[src/verilog/lbvf_defines.svh]
`ifndef LBVF_DEFINES_SVH
`define LBVF_DEFINES_SVH
// register indexes, byte address is four times the index
`define LBVF_IDX_PIN 10'h0A4
`define LBVF_IDX_DEV1 10'h0A6
`define LBVF_IDX_DEV2 10'h0A8
`define LBVF_IDX_PERI 10'h0AA
`define LBVF_IDX_GD1 10'h0AC
`define LBVF_IDX_GD2 10'h0AE
`define LBVF_IDX_FLT2 10'h0A0
`define LBVF_IDX_STAT 10'h0C0
`define LBVF_IDX_MASK 10'h0C1
`define LBVF_IDX_CTRL 10'h0C2
`define LBVF_IDX_STATE 10'h0C3
// fault response field positions
`define LBVF_NOMTR_EN_BIT 28
`define LBVF_NOMTR_THR_LSB 19
`define LBVF_LOCK_ACT_LSB 15
`define LBVF_LOCK_DEG_LSB 12
`define LBVF_UV_LVL_LSB 8
`define LBVF_UV_REC_BIT 7
`define LBVF_OV_LVL_LSB 4
`define LBVF_OV_REC_BIT 3
`define LBVF_RETRY_LSB 0
// status bit positions
`define LBVF_ST_LOCK 0
`define LBVF_ST_LATCH 1
`define LBVF_ST_UV 2
`define LBVF_ST_OV 3
`define LBVF_ST_NOMTR 4
// reset values
`define LBVF_CFG_RST 32'h00000000
`define LBVF_MASK_RST 5'h00
// timing
`define LBVF_CLK_MHZ 250
`define LBVF_LOCK_WAIT_US 1000
`endif

[src/verilog/lbvf_pkg.sv]
package lbvf_pkg;
    // driver state requested from the power stage
    typedef enum logic [1:0] {
        LBVF_DRV_RUN = 2'b00,
        LBVF_DRV_TRI = 2'b01,
        LBVF_DRV_HSB = 2'b10,
        LBVF_DRV_LSB = 2'b11
    } lbvf_gate_t;
    // current-limit lock sequencer states
    typedef enum logic [1:0] {
        LBVF_LK_IDLE = 2'b00,
        LBVF_LK_WAIT = 2'b01,
        LBVF_LK_LATCH = 2'b10
    } lbvf_lock_st_t;
    // apb request from the master
    typedef struct packed {
        logic psel;
        logic penable;
        logic pwrite;
        logic [11:0] paddr;
        logic [31:0] pwdata;
    } lbvf_apb_req_t;
    // apb answer to the master
    typedef struct packed {
        logic pready;
        logic pslverr;
        logic [31:0] prdata;
    } lbvf_apb_rsp_t;
    // measurements and detector from the power stage
    typedef struct packed {
        logic ilimit_lock;
        logic drive_active;
        logic [15:0] phase_current_ma;
        logic [15:0] bus_voltage_mv;
    } lbvf_sense_t;
    // whole state of the block
    typedef struct packed {
        logic [5:0][31:0] cfg;
        logic [31:0] fault2;
        logic [4:0] status;
        logic [4:0] mask;
        lbvf_lock_st_t lock_st;
        logic [10:0] deg_cnt;
        logic deg_armed;
        logic [23:0] wait_cnt;
        logic [4:0] retries;
        logic uv;
        logic ov;
        logic nomtr;
        lbvf_gate_t gate;
        logic fault_n;
        logic irq;
        lbvf_apb_rsp_t rsp;
    } lbvf_state_t;
endpackage : lbvf_pkg

[src/verilog/lbvf_top.sv]
`timescale 1ns/10ps
`default_nettype none
`include "lbvf_defines.svh"
module lbvf_top #(
    // cycles spent waiting before an automatic lock retry
    parameter int RETRY_WAIT_CYC = `LBVF_LOCK_WAIT_US * `LBVF_CLK_MHZ
) (
    // clock and reset
    input wire logic pclk,
    input wire logic presetn,
    // apb slave
    input wire lbvf_pkg::lbvf_apb_req_t apb_req,
    output var lbvf_pkg::lbvf_apb_rsp_t apb_rsp,
    // power stage sense
    input wire lbvf_pkg::lbvf_sense_t sense,
    // fault reaction
    output var lbvf_pkg::lbvf_gate_t gate_mode,
    output logic fault_output_n,
    output logic irq
);
    import lbvf_pkg::*;

    localparam logic [10:0] CYC_PER_US = 11'(`LBVF_CLK_MHZ);
    localparam logic [23:0] WAIT_LAST = 24'(RETRY_WAIT_CYC - 1);

    // registered state and its next value
    lbvf_state_t q;
    lbvf_state_t next_q;

    // no-motor threshold in milliamps
    function automatic logic [15:0] nomtr_thr(input logic [2:0] c);
        case (c)
            3'h2: nomtr_thr = 16'h0064;
            3'h3: nomtr_thr = 16'h007D;
            3'h4: nomtr_thr = 16'h00FA;
            3'h5: nomtr_thr = 16'h01F4;
            3'h6: nomtr_thr = 16'h02EE;
            3'h7: nomtr_thr = 16'h03E8;
            default: nomtr_thr = 16'h004B;
        endcase
    endfunction : nomtr_thr

    // undervoltage level in millivolts, zero means no limit
    function automatic logic [15:0] uv_thr(input logic [2:0] c);
        case (c)
            3'h1: uv_thr = 16'h1194;
            3'h2: uv_thr = 16'h1388;
            3'h3: uv_thr = 16'h157C;
            3'h4: uv_thr = 16'h1770;
            3'h5: uv_thr = 16'h1D4C;
            3'h6: uv_thr = 16'h2710;
            3'h7: uv_thr = 16'h30D4;
            default: uv_thr = 16'h0000;
        endcase
    endfunction : uv_thr

    // overvoltage level in millivolts, zero means no limit
    function automatic logic [15:0] ov_thr(input logic [2:0] c);
        case (c)
            3'h1: ov_thr = 16'h4E20;
            3'h2: ov_thr = 16'h57E4;
            3'h3: ov_thr = 16'h61A8;
            3'h4: ov_thr = 16'h6B6C;
            3'h5: ov_thr = 16'h7530;
            3'h6: ov_thr = 16'h7EF4;
            3'h7: ov_thr = 16'h88B8;
            default: ov_thr = 16'h0000;
        endcase
    endfunction : ov_thr

    // allowed automatic retries, zero means unlimited
    function automatic logic [4:0] retry_max(input logic [2:0] c);
        case (c)
            3'h1: retry_max = 5'h02;
            3'h2: retry_max = 5'h03;
            3'h3: retry_max = 5'h05;
            3'h4: retry_max = 5'h07;
            3'h5: retry_max = 5'h0A;
            3'h6: retry_max = 5'h0F;
            3'h7: retry_max = 5'h14;
            default: retry_max = 5'h00;
        endcase
    endfunction : retry_max

    // driver state held by a latched lock fault
    function automatic lbvf_gate_t lock_gate(input logic [3:0] a);
        case (a[1:0])
            2'b10: lock_gate = LBVF_DRV_HSB;
            2'b11: lock_gate = LBVF_DRV_LSB;
            default: lock_gate = LBVF_DRV_TRI;
        endcase
    endfunction : lock_gate

    // field views of the fault response word, live comparisons, bus decode and events
    logic [3:0] act;
    logic [2:0] deg_code;
    logic [10:0] deg_need;
    logic [4:0] rmax;
    logic uv_now;
    logic ov_now;
    logic nomtr_now;
    logic lock_evt;
    logic setup;
    logic wr;
    logic hit;
    logic [9:0] idx;
    logic [31:0] rdata;
    logic clr;
    logic [4:0] evt;

    // field decode and live comparisons
    always_comb begin
        act = q.fault2[`LBVF_LOCK_ACT_LSB +: 4];
        deg_code = q.fault2[`LBVF_LOCK_DEG_LSB +: 3];
        deg_need = 11'(deg_code * CYC_PER_US);
        rmax = retry_max(q.fault2[`LBVF_RETRY_LSB +: 3]);
        uv_now = (q.fault2[`LBVF_UV_LVL_LSB +: 3] != 3'h0)
            && (sense.bus_voltage_mv < uv_thr(q.fault2[`LBVF_UV_LVL_LSB +: 3]));
        ov_now = (q.fault2[`LBVF_OV_LVL_LSB +: 3] != 3'h0)
            && (sense.bus_voltage_mv > ov_thr(q.fault2[`LBVF_OV_LVL_LSB +: 3]));
        nomtr_now = q.fault2[`LBVF_NOMTR_EN_BIT] && sense.drive_active
            && (sense.phase_current_ma < nomtr_thr(q.fault2[`LBVF_NOMTR_THR_LSB +: 3]));
        // codes 9 and up never fire
        lock_evt = sense.ilimit_lock && (act < 4'h9) && q.deg_armed
            && (q.deg_cnt >= deg_need);
    end

    // apb address decode and read mux
    always_comb begin
        setup = apb_req.psel && !apb_req.penable;
        wr = apb_req.psel && apb_req.penable && q.rsp.pready
            && apb_req.pwrite && !q.rsp.pslverr;
        idx = apb_req.paddr[11:2];
        hit = 1'b1;
        rdata = 32'h00000000;
        if (apb_req.paddr[1:0] != 2'b00) begin
            // only whole aligned words are mapped
            hit = 1'b0;
        end else if (idx == `LBVF_IDX_PIN) begin
            // pin setup word, plain storage
            rdata = q.cfg[0];
        end else if (idx == `LBVF_IDX_DEV1) begin
            // first device setup word
            rdata = q.cfg[1];
        end else if (idx == `LBVF_IDX_DEV2) begin
            // second device setup word
            rdata = q.cfg[2];
        end else if (idx == `LBVF_IDX_PERI) begin
            // peripheral setup word
            rdata = q.cfg[3];
        end else if (idx == `LBVF_IDX_GD1) begin
            // first gate drive setup word
            rdata = q.cfg[4];
        end else if (idx == `LBVF_IDX_GD2) begin
            // second gate drive setup word
            rdata = q.cfg[5];
        end else if (idx == `LBVF_IDX_FLT2) begin
            // fault response word that steers this block
            rdata = q.fault2;
        end else if (idx == `LBVF_IDX_STAT) begin
            // sticky event bits
            rdata = {27'h0000000, q.status};
        end else if (idx == `LBVF_IDX_MASK) begin
            // interrupt enables, same layout as status
            rdata = {27'h0000000, q.mask};
        end else if (idx == `LBVF_IDX_CTRL) begin
            // write-only, reads zero
            rdata = 32'h00000000;
        end else if (idx == `LBVF_IDX_STATE) begin
            // live fault picture, read only
            rdata = {19'h00000, q.retries, q.nomtr, q.ov, q.uv,
                q.lock_st, q.gate, q.fault_n};
        end else begin
            // unmapped index answers with an error
            hit = 1'b0;
        end
        // fault clear strobe
        clr = wr && (idx == `LBVF_IDX_CTRL) && apb_req.pwdata[0];
    end

    // next state of the whole block
    always_comb begin
        next_q = q;
        evt = 5'h00;
        // apb answer: zero wait, ready in first access cycle
        next_q.rsp.pready = setup;
        next_q.rsp.pslverr = setup && !hit;
        next_q.rsp.prdata = setup ? rdata : 32'h00000000;
        // register writes
        if (wr) begin
            if (idx == `LBVF_IDX_PIN) begin
                // pin setup, no effect here
                next_q.cfg[0] = apb_req.pwdata;
            end else if (idx == `LBVF_IDX_DEV1) begin
                // first device setup, no effect here
                next_q.cfg[1] = apb_req.pwdata;
            end else if (idx == `LBVF_IDX_DEV2) begin
                // second device setup, no effect here
                next_q.cfg[2] = apb_req.pwdata;
            end else if (idx == `LBVF_IDX_PERI) begin
                // peripheral setup, no effect here
                next_q.cfg[3] = apb_req.pwdata;
            end else if (idx == `LBVF_IDX_GD1) begin
                // first gate drive setup, no effect here
                next_q.cfg[4] = apb_req.pwdata;
            end else if (idx == `LBVF_IDX_GD2) begin
                // second gate drive setup, no effect here
                next_q.cfg[5] = apb_req.pwdata;
            end else if (idx == `LBVF_IDX_FLT2) begin
                // new fault response takes hold next cycle
                next_q.fault2 = apb_req.pwdata;
            end else if (idx == `LBVF_IDX_STAT) begin
                // write one to clear
                next_q.status = q.status & ~apb_req.pwdata[4:0];
            end else if (idx == `LBVF_IDX_MASK) begin
                // interrupt enables, upper bits dropped
                next_q.mask = apb_req.pwdata[4:0];
            end
        end

        // deglitch counter, one event per assertion
        if (!sense.ilimit_lock || (act >= 4'h9)) begin
            // detector quiet or detection off: rearm
            next_q.deg_cnt = 11'h000;
            next_q.deg_armed = 1'b1;
        end else if (lock_evt) begin
            // fired once, wait for the detector to drop
            next_q.deg_armed = 1'b0;
        end else if (q.deg_cnt < deg_need) begin
            // still filtering, count one more cycle
            next_q.deg_cnt = q.deg_cnt + 11'h001;
        end

        if (clr) begin
            next_q.lock_st = LBVF_LK_IDLE;
            next_q.retries = 5'h00;
        end

        // lock sequencer
        case (q.lock_st)
            LBVF_LK_IDLE: begin
                if (lock_evt) begin
                    evt[`LBVF_ST_LOCK] = 1'b1;
                    if (act == 4'h8) begin
                        next_q.lock_st = LBVF_LK_IDLE;
                    end else if (act < 4'h4) begin
                        next_q.lock_st = LBVF_LK_LATCH;
                        evt[`LBVF_ST_LATCH] = 1'b1;
                    end else if ((rmax != 5'h00) && (q.retries >= rmax)) begin
                        next_q.lock_st = LBVF_LK_LATCH;
                        evt[`LBVF_ST_LATCH] = 1'b1;
                    end else begin
                        next_q.lock_st = LBVF_LK_WAIT;
                        next_q.wait_cnt = 24'h000000;
                        if (q.retries != 5'h1F) begin
                            next_q.retries = q.retries + 5'h01;
                        end
                    end
                end
            end
            LBVF_LK_WAIT: begin
                if (!clr) begin
                    // count the wait, leave at its last cycle
                    next_q.wait_cnt = q.wait_cnt + 24'h000001;
                    if (q.wait_cnt >= WAIT_LAST) begin
                        next_q.lock_st = LBVF_LK_IDLE;
                    end
                end
            end
            LBVF_LK_LATCH: begin
                if (!clr) begin
                    next_q.lock_st = LBVF_LK_LATCH;
                end
            end
            default: begin
                // unused code falls back to idle
                next_q.lock_st = LBVF_LK_IDLE;
            end
        endcase

        if (clr || (q.fault2[`LBVF_UV_REC_BIT] && !uv_now)) begin
            // released by clear or by recovery in bounds
            next_q.uv = 1'b0;
        end
        if (uv_now) begin
            // a present condition wins over any release
            next_q.uv = 1'b1;
            evt[`LBVF_ST_UV] = !q.uv;
        end

        if (clr || (q.fault2[`LBVF_OV_REC_BIT] && !ov_now)) begin
            // released by clear or by recovery in bounds
            next_q.ov = 1'b0;
        end
        if (ov_now) begin
            // a present condition wins over any release
            next_q.ov = 1'b1;
            evt[`LBVF_ST_OV] = !q.ov;
        end

        next_q.nomtr = nomtr_now;
        evt[`LBVF_ST_NOMTR] = nomtr_now && !q.nomtr;

        // sticky status, a new event wins over the clear
        next_q.status = next_q.status | evt;

        // driver state from the fault picture
        if (next_q.lock_st == LBVF_LK_LATCH) begin
            next_q.gate = lock_gate(act);
        end else if ((next_q.lock_st == LBVF_LK_WAIT) || next_q.uv || next_q.ov) begin
            // retry wait or bus voltage fault: float the bridge
            next_q.gate = LBVF_DRV_TRI;
        end else begin
            // no fault held, motor may run
            next_q.gate = LBVF_DRV_RUN;
        end
        // fault pin active while a lock, undervoltage or overvoltage fault is held
        next_q.fault_n = !((next_q.lock_st != LBVF_LK_IDLE) || next_q.uv || next_q.ov);
        next_q.irq = |(next_q.status & next_q.mask);
    end

    // state register
    always_ff @(posedge pclk or negedge presetn) begin
        if (!presetn) begin
            // all fields to their reset values
            q <= '0;
            q.cfg <= {6{`LBVF_CFG_RST}};
            q.fault2 <= `LBVF_CFG_RST;
            q.mask <= `LBVF_MASK_RST;
            q.deg_armed <= 1'b1;
            q.fault_n <= 1'b1;
            q.gate <= LBVF_DRV_RUN;
            q.lock_st <= LBVF_LK_IDLE;
        end else begin
            // take the whole next picture at once
            q <= next_q;
        end
    end

    // outputs straight from the state flops
    assign apb_rsp = q.rsp;
    assign gate_mode = q.gate;
    assign fault_output_n = q.fault_n;
    assign irq = q.irq;
endmodule : lbvf_top
`default_nettype wire

[config.mk]
export PLATFORM = sky130hd
export DESIGN_NAME = lbvf_top
export DESIGN_NICKNAME = d
export VERILOG_FILES = /design/src/verilog/lbvf_pkg.sv /design/src/verilog/lbvf_top.sv
export VERILOG_INCLUDE_DIRS = /design/src /design/src/verilog
export SDC_FILE = /design/constraint.sdc
export NUM_CORES = 1
export LEC_CHECK = 0
export BUFFER_PORTS_ARGS = -buffer_cell sky130_fd_sc_hd__buf_2
export CAP_MARGIN = 20
export CORE_MARGIN = 2
export CORE_UTILIZATION = 40
export CTS_CLUSTER_DIAMETER = 40
export DETAILED_ROUTE_END_ITERATION = 12
export SLEW_MARGIN = 20
export SYNTH_ARGS = -nofsm -noshare
export SYNTH_HDL_FRONTEND = slang
export SYNTH_SLANG_ARGS = --single-unit
export TNS_END_PERCENT = 100
[constraint.sdc]
create_clock -name pclk -period 4.9 [get_ports pclk]
set_input_delay 0.245 -clock pclk [delete_from_list [all_inputs] [get_ports pclk]]
set_output_delay 0.245 -clock pclk [all_outputs]
set_load 0.05 [all_outputs]
==> impl_results.md <==
* 1st-pass router iterations at 8
* Multi-input combinational cell area at 7670 sq um
* Max-cap violation count at 0
* Worst skew pair latency at between 500 and 600 ps
* Register area at 7960 sq um
* Initial DRC Count at 816
* P&R area growth vs syn at 17.7%
* Synth Flop Type: dfrtp_1
* Worst Hold Class: in -> reg
* PostCTS Resize Cnt at 0
* I/O pins at 121
* Sequential element share of the synthesized area at about half
* Commonest cells post-synth: dfrtp_1, mux2_2, a21oi_1
* Number of flops mapped to enable cells by yosys at 0
* Layout Cells excl Fill at between 2000 and 2500
* Cell Area, Placed at 17200 sq um
* CTS tree: built
* H-tree depth at 2
* Routed WL at approximately 42 mm
* Clock skew at approximately 30 ps
* Asr flop ratio synth at 100%
* DRC errors left at 0
* Share of layout cells above drive strength 1 at between 30% and 40%
* Clk slew on worst S/H paths at 60 ps
* Final net count at 1682
* Period utilisation layout at between 90% and 100%
* GRT Total Usage at between 20% and 30%
* Worst r2r path cells at 14
* Hold Path Depth at 2
* R2r setup slk at ~410 ps
* Worst slew pin tran at 950 ps
* Crit end category: flop
* Reg-to-Reg End: q[44]
* Vias at between 10000 and 15000
* Post-route ant nets at 0
* Die area at approximately 42000 sq um
* Top cells by area, synth: dfrtp_1, mux2_2, ha_1
* Num CTS Buffers at 50
* Port Buf Inserts at 120
* Count of pins over their slew limit at 0
* Final min period at between 4000 and 5000 ps
* Design area at 19200 sq um
* Unique cell type count in the Yosys netlist at 71
* CTS sink cnt at approximately 320
* Worst hold margin at slightly below 40 ps
* Register share of total power at 40.3%
* Final hold viol count at 0
* Worst endpoint required time at 5390 ps
* Initial antenna violation count at 1
* Logic pwr share at 3.9%
* Die height at a little over 200 microns
* Slew HR at a little over a third
* Clk pwr share at 55.9%
* Clk buf depth at 3
* Peak supply drop at around 0.22 mV
* Final setup viols at 0
* Largest net degree at the start of global routing at 156
* Yosys reg bits at ~320
* Hold EP: q[295]
* Switching pwr at roughly 1.5 mW
* Post-Syn Area at 16300 sq um
* Internal power at ~5.1 mW
* Filler Cell Count at 3743
* Core area at about 40000 sq um
* First-pass GRT wire length at roughly 67 mm
* Vias/cell at about 5.6
* FMAX at between 0.2 and 0.25 GHz
* Grt total ovfl at 0
* Row Count at 74
* Die Span X at between 200 and 250 microns
* Detailed Place HPWL at 27.5 mm
* Power Density at approximately 340 nW/um^2
* Critical Path AT at 4980 ps
* Worst Setup Start Kind: flop
* Placed cells at 1987
* YS warnings at 0
* Yosys top cell area share at between 40% and 50%
* Synth Instances at approximately 1400
* Setup bufs post-CTS at 0
* Drt wl/cell at ~20 microns
* Sw Share at a little under a quarter
* Pleak at ~9 nW
* Max FO, Critical Path at 11
* WS Path Type: reg -> reg
* Top-count cell post-synth: dfrtp_1
* Result of the run: finished clean
* Mapped Nets at 1575
* Synth Area per Inst at around 11 sq um
* Initial Utilization at about two fifths
* RSZ-0062 raised after global routing: false
* Routability Congestion at 0.878
* Root buf cell: clkbuf_16
* Hold path start: apb_req[9]
* Vias in the first global route at roughly 12000
* Post-synth top area cell: dfrtp_1
* Reg2reg start: deg_code[0]
* Setup TNS Final at 0 ps
[stage by stage]
| stage | power, mW | setup WS, ps | utilization, % |
|---|---|---|---|
| floorplan | 2.78 | 728 | - |
| global placement | 2.93 | 560 | 42.4 |
| detailed placement | 2.93 | 445 | 42.5 |
| CTS | 6.65 | 430 | 47.4 |
| global route | 6.80 | 120 | 47.4 |
| finish | 6.57 | 414 | 47.4 |
[layout make-up]
class | instances | area share, %
Clock inverter | 31 | 1.96
Clock buffer | 60 | 7.17
Timing Repair Buffer | 165 | 5.42
Sequential cell | 318 | 41.4
Multi-Input combinational cell | 959 | 39.9
Antenna cell | 2 | 0.0260
Inverter | 37 | 0.722
Tap cell | 532 | 3.46
[logic make-up after synthesis]
group	after synthesis	share of synthesized area, %
simple gates	323	10.5
flops	318	48.7
compound gates	275	11.2
mux	265	18.2
buf+inv	147	4.59
fa+ha+maj	68	5.39
xor+xnor	28	1.50
[how the worst max path moves through the flow]
| stage | startpoint | endpoint | slack, ps | cells past startpoint |
|---|---|---|---|---|
| final | deg_code[0] | q[44] | 410 | 14 |
| after global routing | deg_code[0] | q[44] | 120 | 14 |
| after CTS | deg_code[0] | q[44] | 430 | 14 |
| after detailed placement | deg_code[0] | q[44] | 440 | 14 |
| after global placement | deg_code[0] | q[44] | 560 | 14 |
| after floorplan | deg_code[0] | q[56] | 730 | 14 |
[registers in the layout, summed over array words and instances, names as in the netlist]
signal          cells
q                 273
apb_rsp            34
act                 4
deg_code            3
gate_mode           2
fault_output_n      1
irq                 1
[power groups by stage]
stage	Clock [mW]	Sequential, mW	Combinational [mW]
floorplan	0	2.69	0.0910
global placement	0	2.69	0.238
detailed placement	0	2.69	0.242
CTS	3.75	2.65	0.259
global route	3.86	2.65	0.286
finish	3.67	2.65	0.255
[placed cells by master, fill, tap and decap left out, types with 11 or more instances in the layout]
| cell | count |
|---|---|
| ha_1 | 64 |
| xor2_1 | 11 |
| nor2b_1 | 28 |
| nand2b_1 | 13 |
| dlygate4sd3_1 | 24 |
| a211oi_1 | 26 |
| mux2_2 | 235 |
| or3_1 | 16 |
| mux2i_1 | 16 |
| clkbuf_16 | 51 |
| buf_4 | 20 |
| inv_1 | 37 |
| o21ai_0 | 54 |
| buf_2 | 118 |
| nor3_1 | 19 |
| nand3_1 | 28 |
| a21oi_1 | 86 |
| a222oi_1 | 27 |
| nor2_1 | 80 |
| dfrtp_1 | 316 |
| xnor2_1 | 17 |
| nand2_1 | 63 |
| nand4_1 | 17 |
| mux2_1 | 13 |
[metal layers]
metal / share of wire, % / global-route usage [%] / vias up / routed length (microns)
met3: 5.7 / 3.53 / 76 / 2390
met2: 46 / 31.7 / 356 / 19400
met1: 46 / 28.8 / 5927 / 19500
met4: 2.3 / 6.20 / 0 / 959
li1: - / - / 5439 / -
met5: 0 / 0 / - / 0
[worst max-delay path: stages (launching register included)]
cell	delay (ps)
dfrtp_1	460
fa_1	660
inv_1	110
fa_1	470
fa_1	400
xor2_1	160
ha_1	320
nand4_1	120
nor4_1	350
nor2_1	140
a21boi_0	450
nand3b_1	120
buf_4	190
or3_1	350
o211ai_1	100
[repair_timing]
item,in CTS,in global routing
hold buffers,24,0
hold endpoints to repair,227,0
setup endpoints to repair,0,0
Note: power is estimated with default switching activity, not from simulation.
